===== src/shared/pfpp_defs.vh =====
// pfpp_defs.vh: constants of the parallel flash programming port
// assumes: included by bare name from the design files
`ifndef PFPP_DEFS_VH
`define PFPP_DEFS_VH
// field selector codes
`define PFPP_SEL_CMD        4'h0
`define PFPP_SEL_ADDR_LO    4'h1
`define PFPP_SEL_ADDR_HI    4'h2
`define PFPP_SEL_DATA       4'h5
// command codes
`define PFPP_CMD_READ       16'h0011
`define PFPP_CMD_WP         16'h0012
`define PFPP_CMD_WPP        16'h0022
`define PFPP_CMD_EWP        16'h0032
`define PFPP_CMD_EWPP       16'h0042
`define PFPP_CMD_ERASE      16'h0013
`define PFPP_CMD_SETLK      16'h0014
`define PFPP_CMD_CLRLK      16'h0024
`define PFPP_CMD_GETLK      16'h0015
`define PFPP_CMD_SETSEC     16'h0054
`define PFPP_CMD_GETSEC     16'h0035
`define PFPP_CMD_SETNV      16'h0034
`define PFPP_CMD_CLRNV      16'h0044
`define PFPP_CMD_GETNV      16'h0025
`define PFPP_CMD_RAM_WRITE_CMD       16'h001f
`define PFPP_CMD_SELFC      16'h0016
`define PFPP_CMD_VERSION    16'h001e
// command class codes driven to the flash side
`define PFPP_OP_NONE        4'h0
`define PFPP_OP_READ        4'h1
`define PFPP_OP_WP          4'h2
`define PFPP_OP_WPP         4'h3
`define PFPP_OP_EWP         4'h4
`define PFPP_OP_EWPP        4'h5
`define PFPP_OP_ERASE       4'h6
`define PFPP_OP_SETLK       4'h7
`define PFPP_OP_CLRLK       4'h8
`define PFPP_OP_GETLK       4'h9
`define PFPP_OP_SETSEC      4'ha
`define PFPP_OP_GETSEC      4'hb
`define PFPP_OP_SETNV       4'hc
`define PFPP_OP_CLRNV       4'hd
`define PFPP_OP_GETNV       4'he
`define PFPP_OP_OTHER       4'hf
// clock detect: least external frequency and internal clock, in kHz
`define PFPP_EXT_MIN_KHZ    32
`define PFPP_CLK_KHZ        25000
// internal clock cycles in one period of the least external clock
`define PFPP_EXT_WIN_CYC    (`PFPP_CLK_KHZ / `PFPP_EXT_MIN_KHZ)
`endif


===== src/design/pfpp_buf2.v =====
// pfpp_buf2.v: two-entry buffer with valid/ready on both sides
// assumes: one clock, synchronous active-low reset
`timescale 1ns/1ps
module pfpp_buf2 #(
    parameter WIDTH = 16
) (
    // clock and reset
    input  wire             clk,
    input  wire             rst_b,
    // filling side
    input  wire             in_valid,
    output wire             in_ready,
    input  wire [WIDTH-1:0] in_data,
    // draining side
    output wire             out_valid,
    input  wire             out_ready,
    output reg  [WIDTH-1:0] out_data
);
    reg [WIDTH-1:0] spare_r;
    reg             head_ok_r;
    reg             spare_ok_r;

    assign in_ready  = ~spare_ok_r;
    assign out_valid = head_ok_r;

    // =========================================
    // head register feeds out, spare catches a stall
    always @(posedge clk) begin
        if (!rst_b) begin
            head_ok_r  <= 1'b0;
            spare_ok_r <= 1'b0;
            out_data   <= {WIDTH{1'b0}};
            spare_r    <= {WIDTH{1'b0}};
        end else begin
            if (!head_ok_r || out_ready) begin
                if (spare_ok_r) begin
                    out_data   <= spare_r;
                    head_ok_r  <= 1'b1;
                    spare_ok_r <= 1'b0;
                end else begin
                    out_data  <= in_data;
                    head_ok_r <= in_valid;
                end
            end else if (in_valid && !spare_ok_r) begin
                spare_r    <= in_data; // head stalled, park word
                spare_ok_r <= 1'b1;
            end
        end
    end
endmodule


===== src/design/pfpp_port.v =====
// pfpp_port.v: parallel flash programming port, device end
// assumes: pins arrive unsynchronised; flash side is same-clock logic
// Overview of operation
// [RQ1] selector picks command, address low/high, data
// [RQ2] command select stores full 16-bit word
// [RQ3] codes for read, program, program-and-protect
// [RQ4] codes for erase-program, erase-program-protect
// [RQ5] codes for erase, protect, secure bit
// [RQ6] codes for nv bits, ram, controller, version
// [RQ7] programmer strobes only while ready high
// [RQ8] handshake ends with strobe high, ready high
// [RQ9] programmer sets selector, data before strobe
// [RQ10] falling strobe latches inputs, then ready drops
// [RQ11] programmer releases bus, raises strobe
// [RQ12] execute, wait strobe high, then raise ready
// [RQ13] ready low while busy, high when free
// [RQ14] switch to external clock if above 32 kHz
// [RQ15] clock pin may be grounded, up to 50MHz
// [RQ16] programmer ties test selects high
// [RQ17] programmer clocks within reset, then handshakes
// [RQ18] all port pins are inputs at reset
// [RQ19] read: drive data, valid low, until enable high
// [RQ20] chained data transfers bump the address
// [RQ21] new command first finishes the previous one
// [RQ22] idle selector completes handshake, changes nothing
`timescale 1ns/1ps
`include "pfpp_defs.vh"
module pfpp_port #(
    parameter EXT_WIN = `PFPP_EXT_WIN_CYC
) (
    // clock and reset
    input  wire        CLOCK,
    input  wire        RST_B,
    // test mode selects
    input  wire        TEST_SELECT,
    input  wire        PROG_SELECT_0,
    input  wire        PROG_SELECT_1,
    input  wire        MAIN_CLK_IN,
    output reg         EXT_CLK_SEL,
    // handshake pins
    input  wire        CMD_STROBE_N,
    output reg         READY_OUT,
    output reg         READY_OE,
    input  wire        OUT_ENABLE_N,
    output reg         DATA_VALID_N,
    output reg         DATA_VALID_OE,
    input  wire [3:0]  FIELD_SELECT,
    // data bus, three signals
    input  wire [15:0] PROG_DATA_IN,
    output reg  [15:0] PROG_DATA_OUT,
    output reg         PROG_DATA_OE,
    // flash side command and address
    output reg  [15:0] CMD_WORD,
    output reg  [3:0]  CMD_OP,
    output reg  [31:0] FLASH_ADDR,
    output reg         CMD_START,
    output reg         FLUSH_REQ,
    input  wire        FLASH_BUSY,
    // flash side write words
    output wire        WR_VALID,
    input  wire        WR_READY,
    output wire [15:0] WR_DATA,
    // flash side read words
    output reg         RD_REQ,
    input  wire        RD_ACK,
    input  wire [15:0] RD_DATA
);
    localparam S_IDLE  = 6'h01;
    localparam S_EXEC  = 6'h02;
    localparam S_WAITO = 6'h04;
    localparam S_FETCH = 6'h08;
    localparam S_DRIVE = 6'h10;
    localparam S_WAITS = 6'h20;

    // pin synchronisers, first stage read only by second
    reg [25:0] meta_r;
    reg [25:0] sync_r;
    wire       strobe_n = sync_r[0];
    wire       oe_n     = sync_r[1];
    wire       mode_on  = &sync_r[4:2]; // [RQ16]
    wire       main_clk_in      = sync_r[5];
    wire [3:0] sel      = sync_r[9:6];
    wire [15:0] din     = sync_r[25:10];

    reg [5:0]  state_r;
    reg [3:0]  sel_r;
    reg [15:0] word_r;
    reg [15:0] addr_hi_r;
    reg        xin_d_r;
    reg [15:0] win_r;
    reg [1:0]  edges_r;
    reg        det_done_r;
    reg        wr_push_r;
    wire       wr_in_ready;

    // =========================================
    // command code to class
    function [3:0] cmd_class;
        input [15:0] c;
        begin
            case (c)
                `PFPP_CMD_READ:    cmd_class = `PFPP_OP_READ;   // [RQ3]
                `PFPP_CMD_WP:      cmd_class = `PFPP_OP_WP;     // [RQ3]
                `PFPP_CMD_WPP:     cmd_class = `PFPP_OP_WPP;    // [RQ3]
                `PFPP_CMD_EWP:     cmd_class = `PFPP_OP_EWP;    // [RQ4]
                `PFPP_CMD_EWPP:    cmd_class = `PFPP_OP_EWPP;   // [RQ4]
                `PFPP_CMD_ERASE:   cmd_class = `PFPP_OP_ERASE;  // [RQ5]
                `PFPP_CMD_SETLK:   cmd_class = `PFPP_OP_SETLK;  // [RQ5]
                `PFPP_CMD_CLRLK:   cmd_class = `PFPP_OP_CLRLK;  // [RQ5]
                `PFPP_CMD_GETLK:   cmd_class = `PFPP_OP_GETLK;  // [RQ5]
                `PFPP_CMD_SETSEC:  cmd_class = `PFPP_OP_SETSEC; // [RQ5]
                `PFPP_CMD_GETSEC:  cmd_class = `PFPP_OP_GETSEC; // [RQ5]
                `PFPP_CMD_SETNV:   cmd_class = `PFPP_OP_SETNV;  // [RQ6]
                `PFPP_CMD_CLRNV:   cmd_class = `PFPP_OP_CLRNV;  // [RQ6]
                `PFPP_CMD_GETNV:   cmd_class = `PFPP_OP_GETNV;  // [RQ6]
                default:           cmd_class = `PFPP_OP_OTHER;  // [RQ6]
            endcase
        end
    endfunction

    // read-type class or the version command means a data handshake reads
    function is_read;
        input [3:0] op;
        begin
            is_read = (op == `PFPP_OP_READ) || (op == `PFPP_OP_GETLK) ||
                      (op == `PFPP_OP_GETSEC) || (op == `PFPP_OP_GETNV) ||
                      (CMD_WORD == `PFPP_CMD_VERSION);
        end
    endfunction

    // =========================================
    // double-flop every pin input
    always @(posedge CLOCK) begin
        if (!RST_B) begin
            meta_r <= 26'h3ffffff;
            sync_r <= 26'h3ffffff;
        end else begin
            meta_r <= {PROG_DATA_IN, FIELD_SELECT, MAIN_CLK_IN,
                       PROG_SELECT_1, PROG_SELECT_0, TEST_SELECT,
                       OUT_ENABLE_N, CMD_STROBE_N};
            sync_r <= meta_r;
        end
    end

    // =========================================
    // external clock presence: two edges in one window
    always @(posedge CLOCK) begin
        if (!RST_B) begin
            xin_d_r     <= 1'b1; // matches sync reset, no false edge
            win_r       <= 16'h0000;
            edges_r     <= 2'h0;
            det_done_r  <= 1'b0;
            EXT_CLK_SEL <= 1'b0; // [RQ15]
        end else if (!det_done_r) begin
            xin_d_r <= main_clk_in;
            if (main_clk_in && !xin_d_r && edges_r != 2'h2)
                edges_r <= edges_r + 2'h1;
            if (win_r == EXT_WIN[15:0]) begin
                win_r       <= 16'h0000;
                edges_r     <= 2'h0;
                EXT_CLK_SEL <= (edges_r == 2'h2); // [RQ14]
            end else begin
                win_r <= win_r + 16'h0001;
            end
            // decision frozen on the cycle after ready first drops
            if (state_r != S_IDLE)
                det_done_r <= 1'b1; // [RQ14]
        end
    end

    // =========================================
    // write words go through the two-entry buffer
    pfpp_buf2 #(.WIDTH(16)) u_wbuf (
        .clk       (CLOCK),
        .rst_b     (RST_B),
        .in_valid  (wr_push_r),
        .in_ready  (wr_in_ready),
        .in_data   (word_r),
        .out_valid (WR_VALID),
        .out_ready (WR_READY),
        .out_data  (WR_DATA)
    );

    // =========================================
    // handshake sequencer
    always @(posedge CLOCK) begin
        if (!RST_B) begin
            state_r       <= S_IDLE;
            sel_r         <= 4'h0;
            word_r        <= 16'h0000;
            addr_hi_r     <= 16'h0000;
            READY_OUT     <= 1'b1;
            READY_OE      <= 1'b0; // [RQ18]
            DATA_VALID_N  <= 1'b1;
            DATA_VALID_OE <= 1'b0; // [RQ18]
            PROG_DATA_OUT <= 16'h0000;
            PROG_DATA_OE  <= 1'b0; // [RQ18]
            CMD_WORD      <= 16'h0000;
            CMD_OP        <= `PFPP_OP_NONE;
            FLASH_ADDR    <= 32'h00000000;
            CMD_START     <= 1'b0;
            FLUSH_REQ     <= 1'b0;
            RD_REQ        <= 1'b0;
            wr_push_r     <= 1'b0;
        end else begin
            CMD_START <= 1'b0;
            FLUSH_REQ <= 1'b0;
            wr_push_r <= 1'b0;
            READY_OE      <= mode_on;
            DATA_VALID_OE <= mode_on;
            case (state_r)
                S_IDLE: begin
                    READY_OUT <= 1'b1; // [RQ13]
                    if (mode_on && !strobe_n) begin
                        sel_r     <= sel;  // [RQ10]
                        word_r    <= din;  // [RQ10]
                        READY_OUT <= 1'b0; // [RQ10]
                        state_r   <= S_EXEC;
                    end
                end
                S_EXEC: begin
                    case (sel_r) // [RQ1]
                        `PFPP_SEL_CMD: begin
                            if (!FLASH_BUSY && !WR_VALID) begin
                                FLUSH_REQ <= 1'b1;   // [RQ21]
                                CMD_WORD  <= word_r; // [RQ2]
                                CMD_OP    <= cmd_class(word_r);
                                CMD_START <= 1'b1;
                                state_r   <= S_WAITS;
                            end
                        end
                        `PFPP_SEL_ADDR_LO: begin
                            FLASH_ADDR <= {addr_hi_r, word_r};
                            state_r    <= S_WAITS;
                        end
                        `PFPP_SEL_ADDR_HI: begin
                            addr_hi_r  <= word_r;
                            FLASH_ADDR <= {word_r, FLASH_ADDR[15:0]};
                            state_r    <= S_WAITS;
                        end
                        `PFPP_SEL_DATA: begin
                            if (is_read(CMD_OP)) begin
                                state_r <= S_WAITO; // [RQ19]
                            end else if (wr_in_ready) begin
                                wr_push_r  <= 1'b1;
                                FLASH_ADDR <= FLASH_ADDR + 32'h1; // [RQ20]
                                state_r    <= S_WAITS;
                            end
                        end
                        default: state_r <= S_WAITS; // [RQ22]
                    endcase
                end
                S_WAITO: begin
                    if (!oe_n) begin
                        RD_REQ  <= 1'b1;
                        state_r <= S_FETCH;
                    end
                end
                S_FETCH: begin
                    if (RD_ACK) begin
                        RD_REQ        <= 1'b0;
                        PROG_DATA_OUT <= RD_DATA;
                        PROG_DATA_OE  <= 1'b1;  // [RQ19]
                        state_r       <= S_DRIVE;
                    end
                end
                S_DRIVE: begin
                    DATA_VALID_N <= 1'b0; // [RQ19]
                    if (oe_n && !DATA_VALID_N) begin
                        PROG_DATA_OE <= 1'b0;
                        DATA_VALID_N <= 1'b1; // [RQ19]
                        FLASH_ADDR   <= FLASH_ADDR + 32'h1; // [RQ20]
                        state_r      <= S_WAITS;
                    end
                end
                S_WAITS: begin
                    if (strobe_n) begin
                        READY_OUT <= 1'b1; // [RQ12] [RQ8]
                        state_r   <= S_IDLE;
                    end
                end
                default: state_r <= S_IDLE;
            endcase
        end
    end
endmodule


===== config.mk =====
export PLATFORM = sky130hd
export DESIGN_NAME = pfpp_port
export DESIGN_NICKNAME = d
export VERILOG_FILES = /design/src/design/pfpp_buf2.v /design/src/design/pfpp_port.v
export VERILOG_INCLUDE_DIRS = /design/src /design/src/shared
export SDC_FILE = /design/constraint.sdc
export NUM_CORES = 1
export LEC_CHECK = 0
export ABC_AREA = 1
export BUFFER_PORTS_ARGS = -buffer_cell sky130_fd_sc_hd__buf_2
export CAP_MARGIN = 20
export CORE_MARGIN = 2
export CORE_UTILIZATION = 51
export DETAILED_ROUTE_END_ITERATION = 10
export PLACE_DENSITY_LB_ADDON = 0.05
export RECOVER_POWER = 25
export SYNTH_ARGS = -nofsm -noshare
export SYNTH_HDL_FRONTEND = slang
export SYNTH_SLANG_ARGS = --single-unit

===== constraint.sdc =====
create_clock -name CLOCK -period 1.7 [get_ports CLOCK]
set_input_delay 0.085 -clock CLOCK [delete_from_list [all_inputs] [get_ports CLOCK]]
set_output_delay 0.085 -clock CLOCK [all_outputs]
set_load 0.01 [all_outputs]

; Yosys cells after proc, flatten, opt, wreduce, memory -nomap -nowiden
; Cells that the tools add are included.
[totals]
register_bits = 224
in_bits = 47
output_inout_bits = 94
[classes]
add_sub_neg = 3
n_eq_ne = 44
n_mux = 35
n_bitwise = 5
n_reduce_logical = 40
[ops]
columns = op, count
row1 = 16-bit by 5-bit equality test with 1-bit output (second input constant), 6
row2 = 16-bit by 6-bit equality test with 1-bit output (second input constant), 6
row3 = 32-bit two-way mux, 3
row4 = 32-bit case mux with 3 select lines, 1
row5 = 32-bit case mux with 2 select lines, 1
row6 = 4-bit case mux with 14 select lines, 1
row7 = 16-bit by 7-bit equality test with 1-bit output (second input constant), 3
row8 = 6-bit two-way mux, 8
row9 = 6-bit case mux with 6 select lines, 1
row10 = 32-bit by 1-bit adder with 32-bit output (second input constant), 1
row11 = 16-bit two-way mux, 2
row12 = 16-bit by 1-bit adder with 16-bit output (second input constant), 1
row13 = 16-bit by 10-bit equality test with 1-bit output (second input constant), 1
row14 = 3-bit AND reduction, 5
row15 = 2-bit != test (second input constant), 7
row16 = 2-bit AND reduction, 7
row17 = 4-bit equality test (second input constant), 3
row18 = 1-bit two-way mux, 12
row19 = 6-bit case mux with 2 select lines, 1
row20 = 2-bit nonzero test, 5
row21 = 3-bit != test (second input constant), 3
row22 = 4-bit by 1-bit equality test with 1-bit output (second input constant), 2
row23 = 7-bit AND reduction, 1
row24 = 6-bit by 1-bit equality test with 1-bit output (second input constant), 1
row25 = other kinds (24), 45

; Depth between registers and ports, before layout
[logic_depth]
ltp_word = 8
mapped_depth = 13

; Hierarchy
; Synthesis repeated with hierarchy kept, for this count alone.
[hier_totals]
hier_cells = 1322
hier_area_um2 = 9840.7
[modules_own_cells]
columns = module, n_inst, cells_each, area_per_inst_um2, seq_area_each_um2
row1 = pfpp_port, 1, 1102, 8306.7, 3803.6
row2 = pfpp_buf2, 1, 220, 1534.0, 680.7

; Worst setup path after synthesis
; Ideal clock, no wire load.
[synth_path]
path_type = register to register
start = register state_r[4]
end = register FLASH_ADDR[21]
setup_ns = 0.115
arrival_ns = 1.513
required_time_ns = 1.585
setup_slack_ns = 0.072
stages_incl_launch_ff = 13
cell_sequence = dfxtp_1 > inv_1 > nor2_2 > nand3_4 > nand2_4 > nand2_4 > nor2_8 > nand3_4 > inv_4 > buf_6 > nand3_2 > a21oi_1 > nor2_1
[synth_between]
elab_chain_len = 3
[synth_lines]
columns = element, line_no
row1 = from (decl), pfpp_port.v:85  ; reg [5:0] state_r;
row2 = from (signal assigned), pfpp_port.v:188  ; state_r <= S_IDLE;
row3 = from (signal assigned), pfpp_port.v:218  ; state_r <= S_EXEC;
row4 = from (signal assigned), pfpp_port.v:229  ; state_r <= S_WAITS;
row5 = 6-bit by 2-bit equality test with 1-bit output or 6-bit by 5-bit equality test with 1-bit output (tied branches), pfpp_port.v:211  ; case (state_r)
row6 = "4-bit by 2-bit != test with 1-bit output (no line), or another cell as far along", -
row7 = 5-bit AND reduction (no line), -
row8 = to (signal assigned), pfpp_port.v:233  ; FLASH_ADDR <= {addr_hi_r, word_r};
row9 = to (signal assigned), pfpp_port.v:238  ; FLASH_ADDR <= {word_r, FLASH_ADDR[15:0]};
row10 = to (signal assigned), pfpp_port.v:246  ; FLASH_ADDR <= FLASH_ADDR + 32'h1;
row11 = to (decl), pfpp_port.v:55  ; output reg [31:0] FLASH_ADDR,
; Several ways; a longest one is shown, not always the timed one.
; A chain may end at the register's enable or synchronous reset.

; Worst setup path in the final report
[layout_path]
start = register state_r[3]
end = register CMD_OP[0]
[layout_between]
elab_chain_len = 2
[layout_lines]
columns = element, line_no
row1 = 6-bit by 2-bit equality test with 1-bit output, pfpp_port.v:211
row2 = 3-bit AND reduction (no line), -
row3 = to (signal assigned), pfpp_port.v:199  ; CMD_OP <= `PFPP_OP_NONE;
row4 = to (signal assigned), pfpp_port.v:227  ; CMD_OP <= cmd_class(word_r);
row5 = to (decl), pfpp_port.v:54  ; output reg [3:0] CMD_OP,
; Every way passes these cells.

==> flow_summary.yaml <==
placed_design:
  port_buffers: 140
  place_congestion: 0.9188
  dp_hpwl_mm: 18.51
  dp_cells: 1720
route:
  ant_nets: 0
  drc: 0
  routed_wl_mm: 28.49
  vias: 9711
  drt-pass1-iter-count: 5
  drt_iter0_drc: 627
  post_drt_wl_per_cell_um: 15.59
  routed_via_density: 5.312
global_routing:
  grt_pass1_vias: 8722
  grt_antenna_before_repair: 0
  grt_usage_pct: 26.97
  grt_pass1_wl_mm: 43.98
  grt_max_degree: 101
  grt.overflow.total: 0
sta:
  setup_viol: 8
  rsz0062_at_grt: "true"
  fin_crit_ns: 1.723
  fin_crit_sh_pct: 101.4
  tightest_slew_ns: 0.7326
  skew_ns: 0.01310
  drv_slew: 0
  hold_viol: 0
  slew_headroom_pct: 51.16
  fin_hold_ws_ns: 0.1338
  fmax_mhz: 580.4
  worst_slack_ns: -0.02301
  setup_tns_ns: -0.09681
logic_synthesis:
  syn-cell-area_mm2: 0.009570
  synthCells: 1257
  ys_seq_area_share_pct: 46.86
  synth.avg_cell_area_um2: 7.614
  ys_types: 49
  syn-num-nets: 1308
  yosysWarnings: 0
  ys_ff_latch: 224
worst_setup_path:
  worstPathMaxFanout: 6
  worstSetupPathType: "reg -> reg"
  worstSetupEndpointType: "register"
  worstPathArrival_ns: 2.14
  start_kind: "register"
  critPathRequiredTime_ns: 2.12
clock_tree:
  cts_tree: "built"
  htreeDepth: 1
  cts_buffers: 25
  cts_sinks: 224
  clkLatencyLatePin_ns: 0.54
  clk_path_buf_depth: 3
  clk_pin_slew_worst_paths_ns: 0.06
  cts_root_buf: "clkbuf_16"
die:
  die_w_um: 141.0
  row_count: 50
  start_util_pct: 51.51
  die_h_um: 141.0
  die_area_mm2: 0.01988
  ioPinCount: 141
  fp.coreArea_mm2: 0.01858
final_layout:
  fillers: 1504
  diodes: 0
  final_common_cell: "dfxtp_1"
  final_nets: 1626
  layout.cells.most_common_list: "215 x dfxtp_1, 153 x nand2_1, 149 x nor2_1"
  synthToLayoutAreaGrowth_pct: 40.61
  layout.cells.non_filler: 1828
  drive_above_1_share_pct: 30.87
power:
  power_w: 0.01445
  irDropWorstVdd_mv: 0.7374
  leakage_nw: 5.866
  power_density_mw_per_mm2: 1074
min_path:
  min_path_type: "in -> reg"
outcome:
  status: "finished with violations"
  violations: "negative setup slack"
flow_run:
  maxCapViolCount: 0
-- cell usage after synthesis, drive strengths merged --
library cell	count	area (um2)
buf	14	101.3
a21o	1	7.510
a21oi	127	665.6
a31oi	1	6.260
a31o	1	8.760
xor2	10	87.58
a21boi	1	7.510
o211a	1	10.01
a32oi	7	61.31
nand3	68	395.4
nor4	4	25.02
nor3	21	121.4
clkinv	4	16.26
ha	4	50.05
o21bai	2	15.01
o21ai	163	819.5
and3	1	6.260
or2	57	356.6
dfxtp	224	4484
nor3b	1	7.510
nand4	34	212.7
o31ai	2	15.01
a22oi	4	30.03
nor2	176	709.4
a211oi	5	37.54
nand2	170	658.1
o21a	3	22.52
xnor2	9	78.83
o22ai	7	43.79
inv	88	332.8
clkbuf	47	176.4
-- logic make-up (layout without fill, tap and decap cells) --
group | after synthesis | in the layout | synth area share, %
flip-flops | 224 | 224 | 46.86
AND/OR/NAND/NOR | 532 | 532 | 26.04
adder cells (fa/ha/maj) | 4 | 4 | 0.5230
buffers and inverters | 153 | 490 | 6.550
AO/OA/AOI/OAI | 325 | 325 | 18.29
XOR/XNOR | 19 | 19 | 1.739
-- flip-flops by register name (all words and copies together) (netlist names), 6 cells and up --
name	count
PROG_DATA_OUT	16
state_r	6
sync_r	26
meta_r	26
word_r	16
addr_hi_r	16
FLASH_ADDR	32
u_wbuf.out_data	16
u_wbuf.spare_r	16
CMD_WORD	16
win_r	16
-- power by group --
| group | switching (W) | leakage, nW | internal (W) |
|---|---|---|---|
| sequential | 0.000270 | 1.83 | 0.00560 |
| clock | 0.00225 | 0.440 | 0.00343 |
| combinational | 0.00160 | 3.60 | 0.00130 |
-- through the flow --
stage / util [%] / setup slack [ns] / cell area [um2]
after global routing: 72.42 / -0.1676 / 13460
after CTS: 69.90 / -0.02783 / 12990
after floorplan: - / 0.07233 / 9570
final: 72.42 / -0.02301 / 13460
after global placement: 62.30 / -0.03165 / 11570
after detailed placement: 62.30 / -0.1125 / 11570
-- area by class of cell --
type	count	area (um2)	share of cell area, %
sequential	224	4496	33.41
multi-input combinational	880	4792	35.61
inverter	92	366.6	2.724
clock inverter	14	162.7	1.209
timing repair inverter	1	6.256	0.04649
clock buffer	32	711.9	5.291
tap	234	292.8	2.176
timing repair buffer	351	2629	19.54
-- timing repair --
action                                 CTS  global route
cloned                                   1             5
setup endpoints to repair               30            64
pin swaps                                4            21
buffers inserted                         2             9
resized for setup                       23           123
hold buffers                            45             0
endpoints found under the hold margin   46             0
-- routing by layer --
layer	vias to the layer above	GRT usage, %	part of all wire [%]
li1	4844	-	-
met5	-	0	0
met1	4518	39.00	46
met4	0	7.474	2.2
met2	295	42.18	46
met3	54	4.076	6.1
-- worst max-delay path, cell delays in order, from the launching register on --
cell and delay [ns]:
dfxtp_2 0.33, nor2_4 0.20, nand3_4 0.16, buf_6 0.16
buf_6 0.12, nor3_4 0.14, buf_12 0.15, buf_12 0.13
inv_2 0.04, nor2_1 0.10, a21oi_1 0.07
-- worst paths after layout --
| check | start | end | slack [ns] | depth (start not counted) |
|---|---|---|---|---|
| hold reg to reg | meta_r[3] | sync_r[3] | 0.41 | 1 |
| setup reg to reg | state_r[3] | CMD_OP[0] | -0.02 | 10 |
| hold / removal | WR_READY | u_wbuf.spare_r[2] | 0.13 | 6 |
| setup / recovery | state_r[3] | CMD_OP[0] | -0.02 | 10 |
Power figures use the tool's default switching activity.
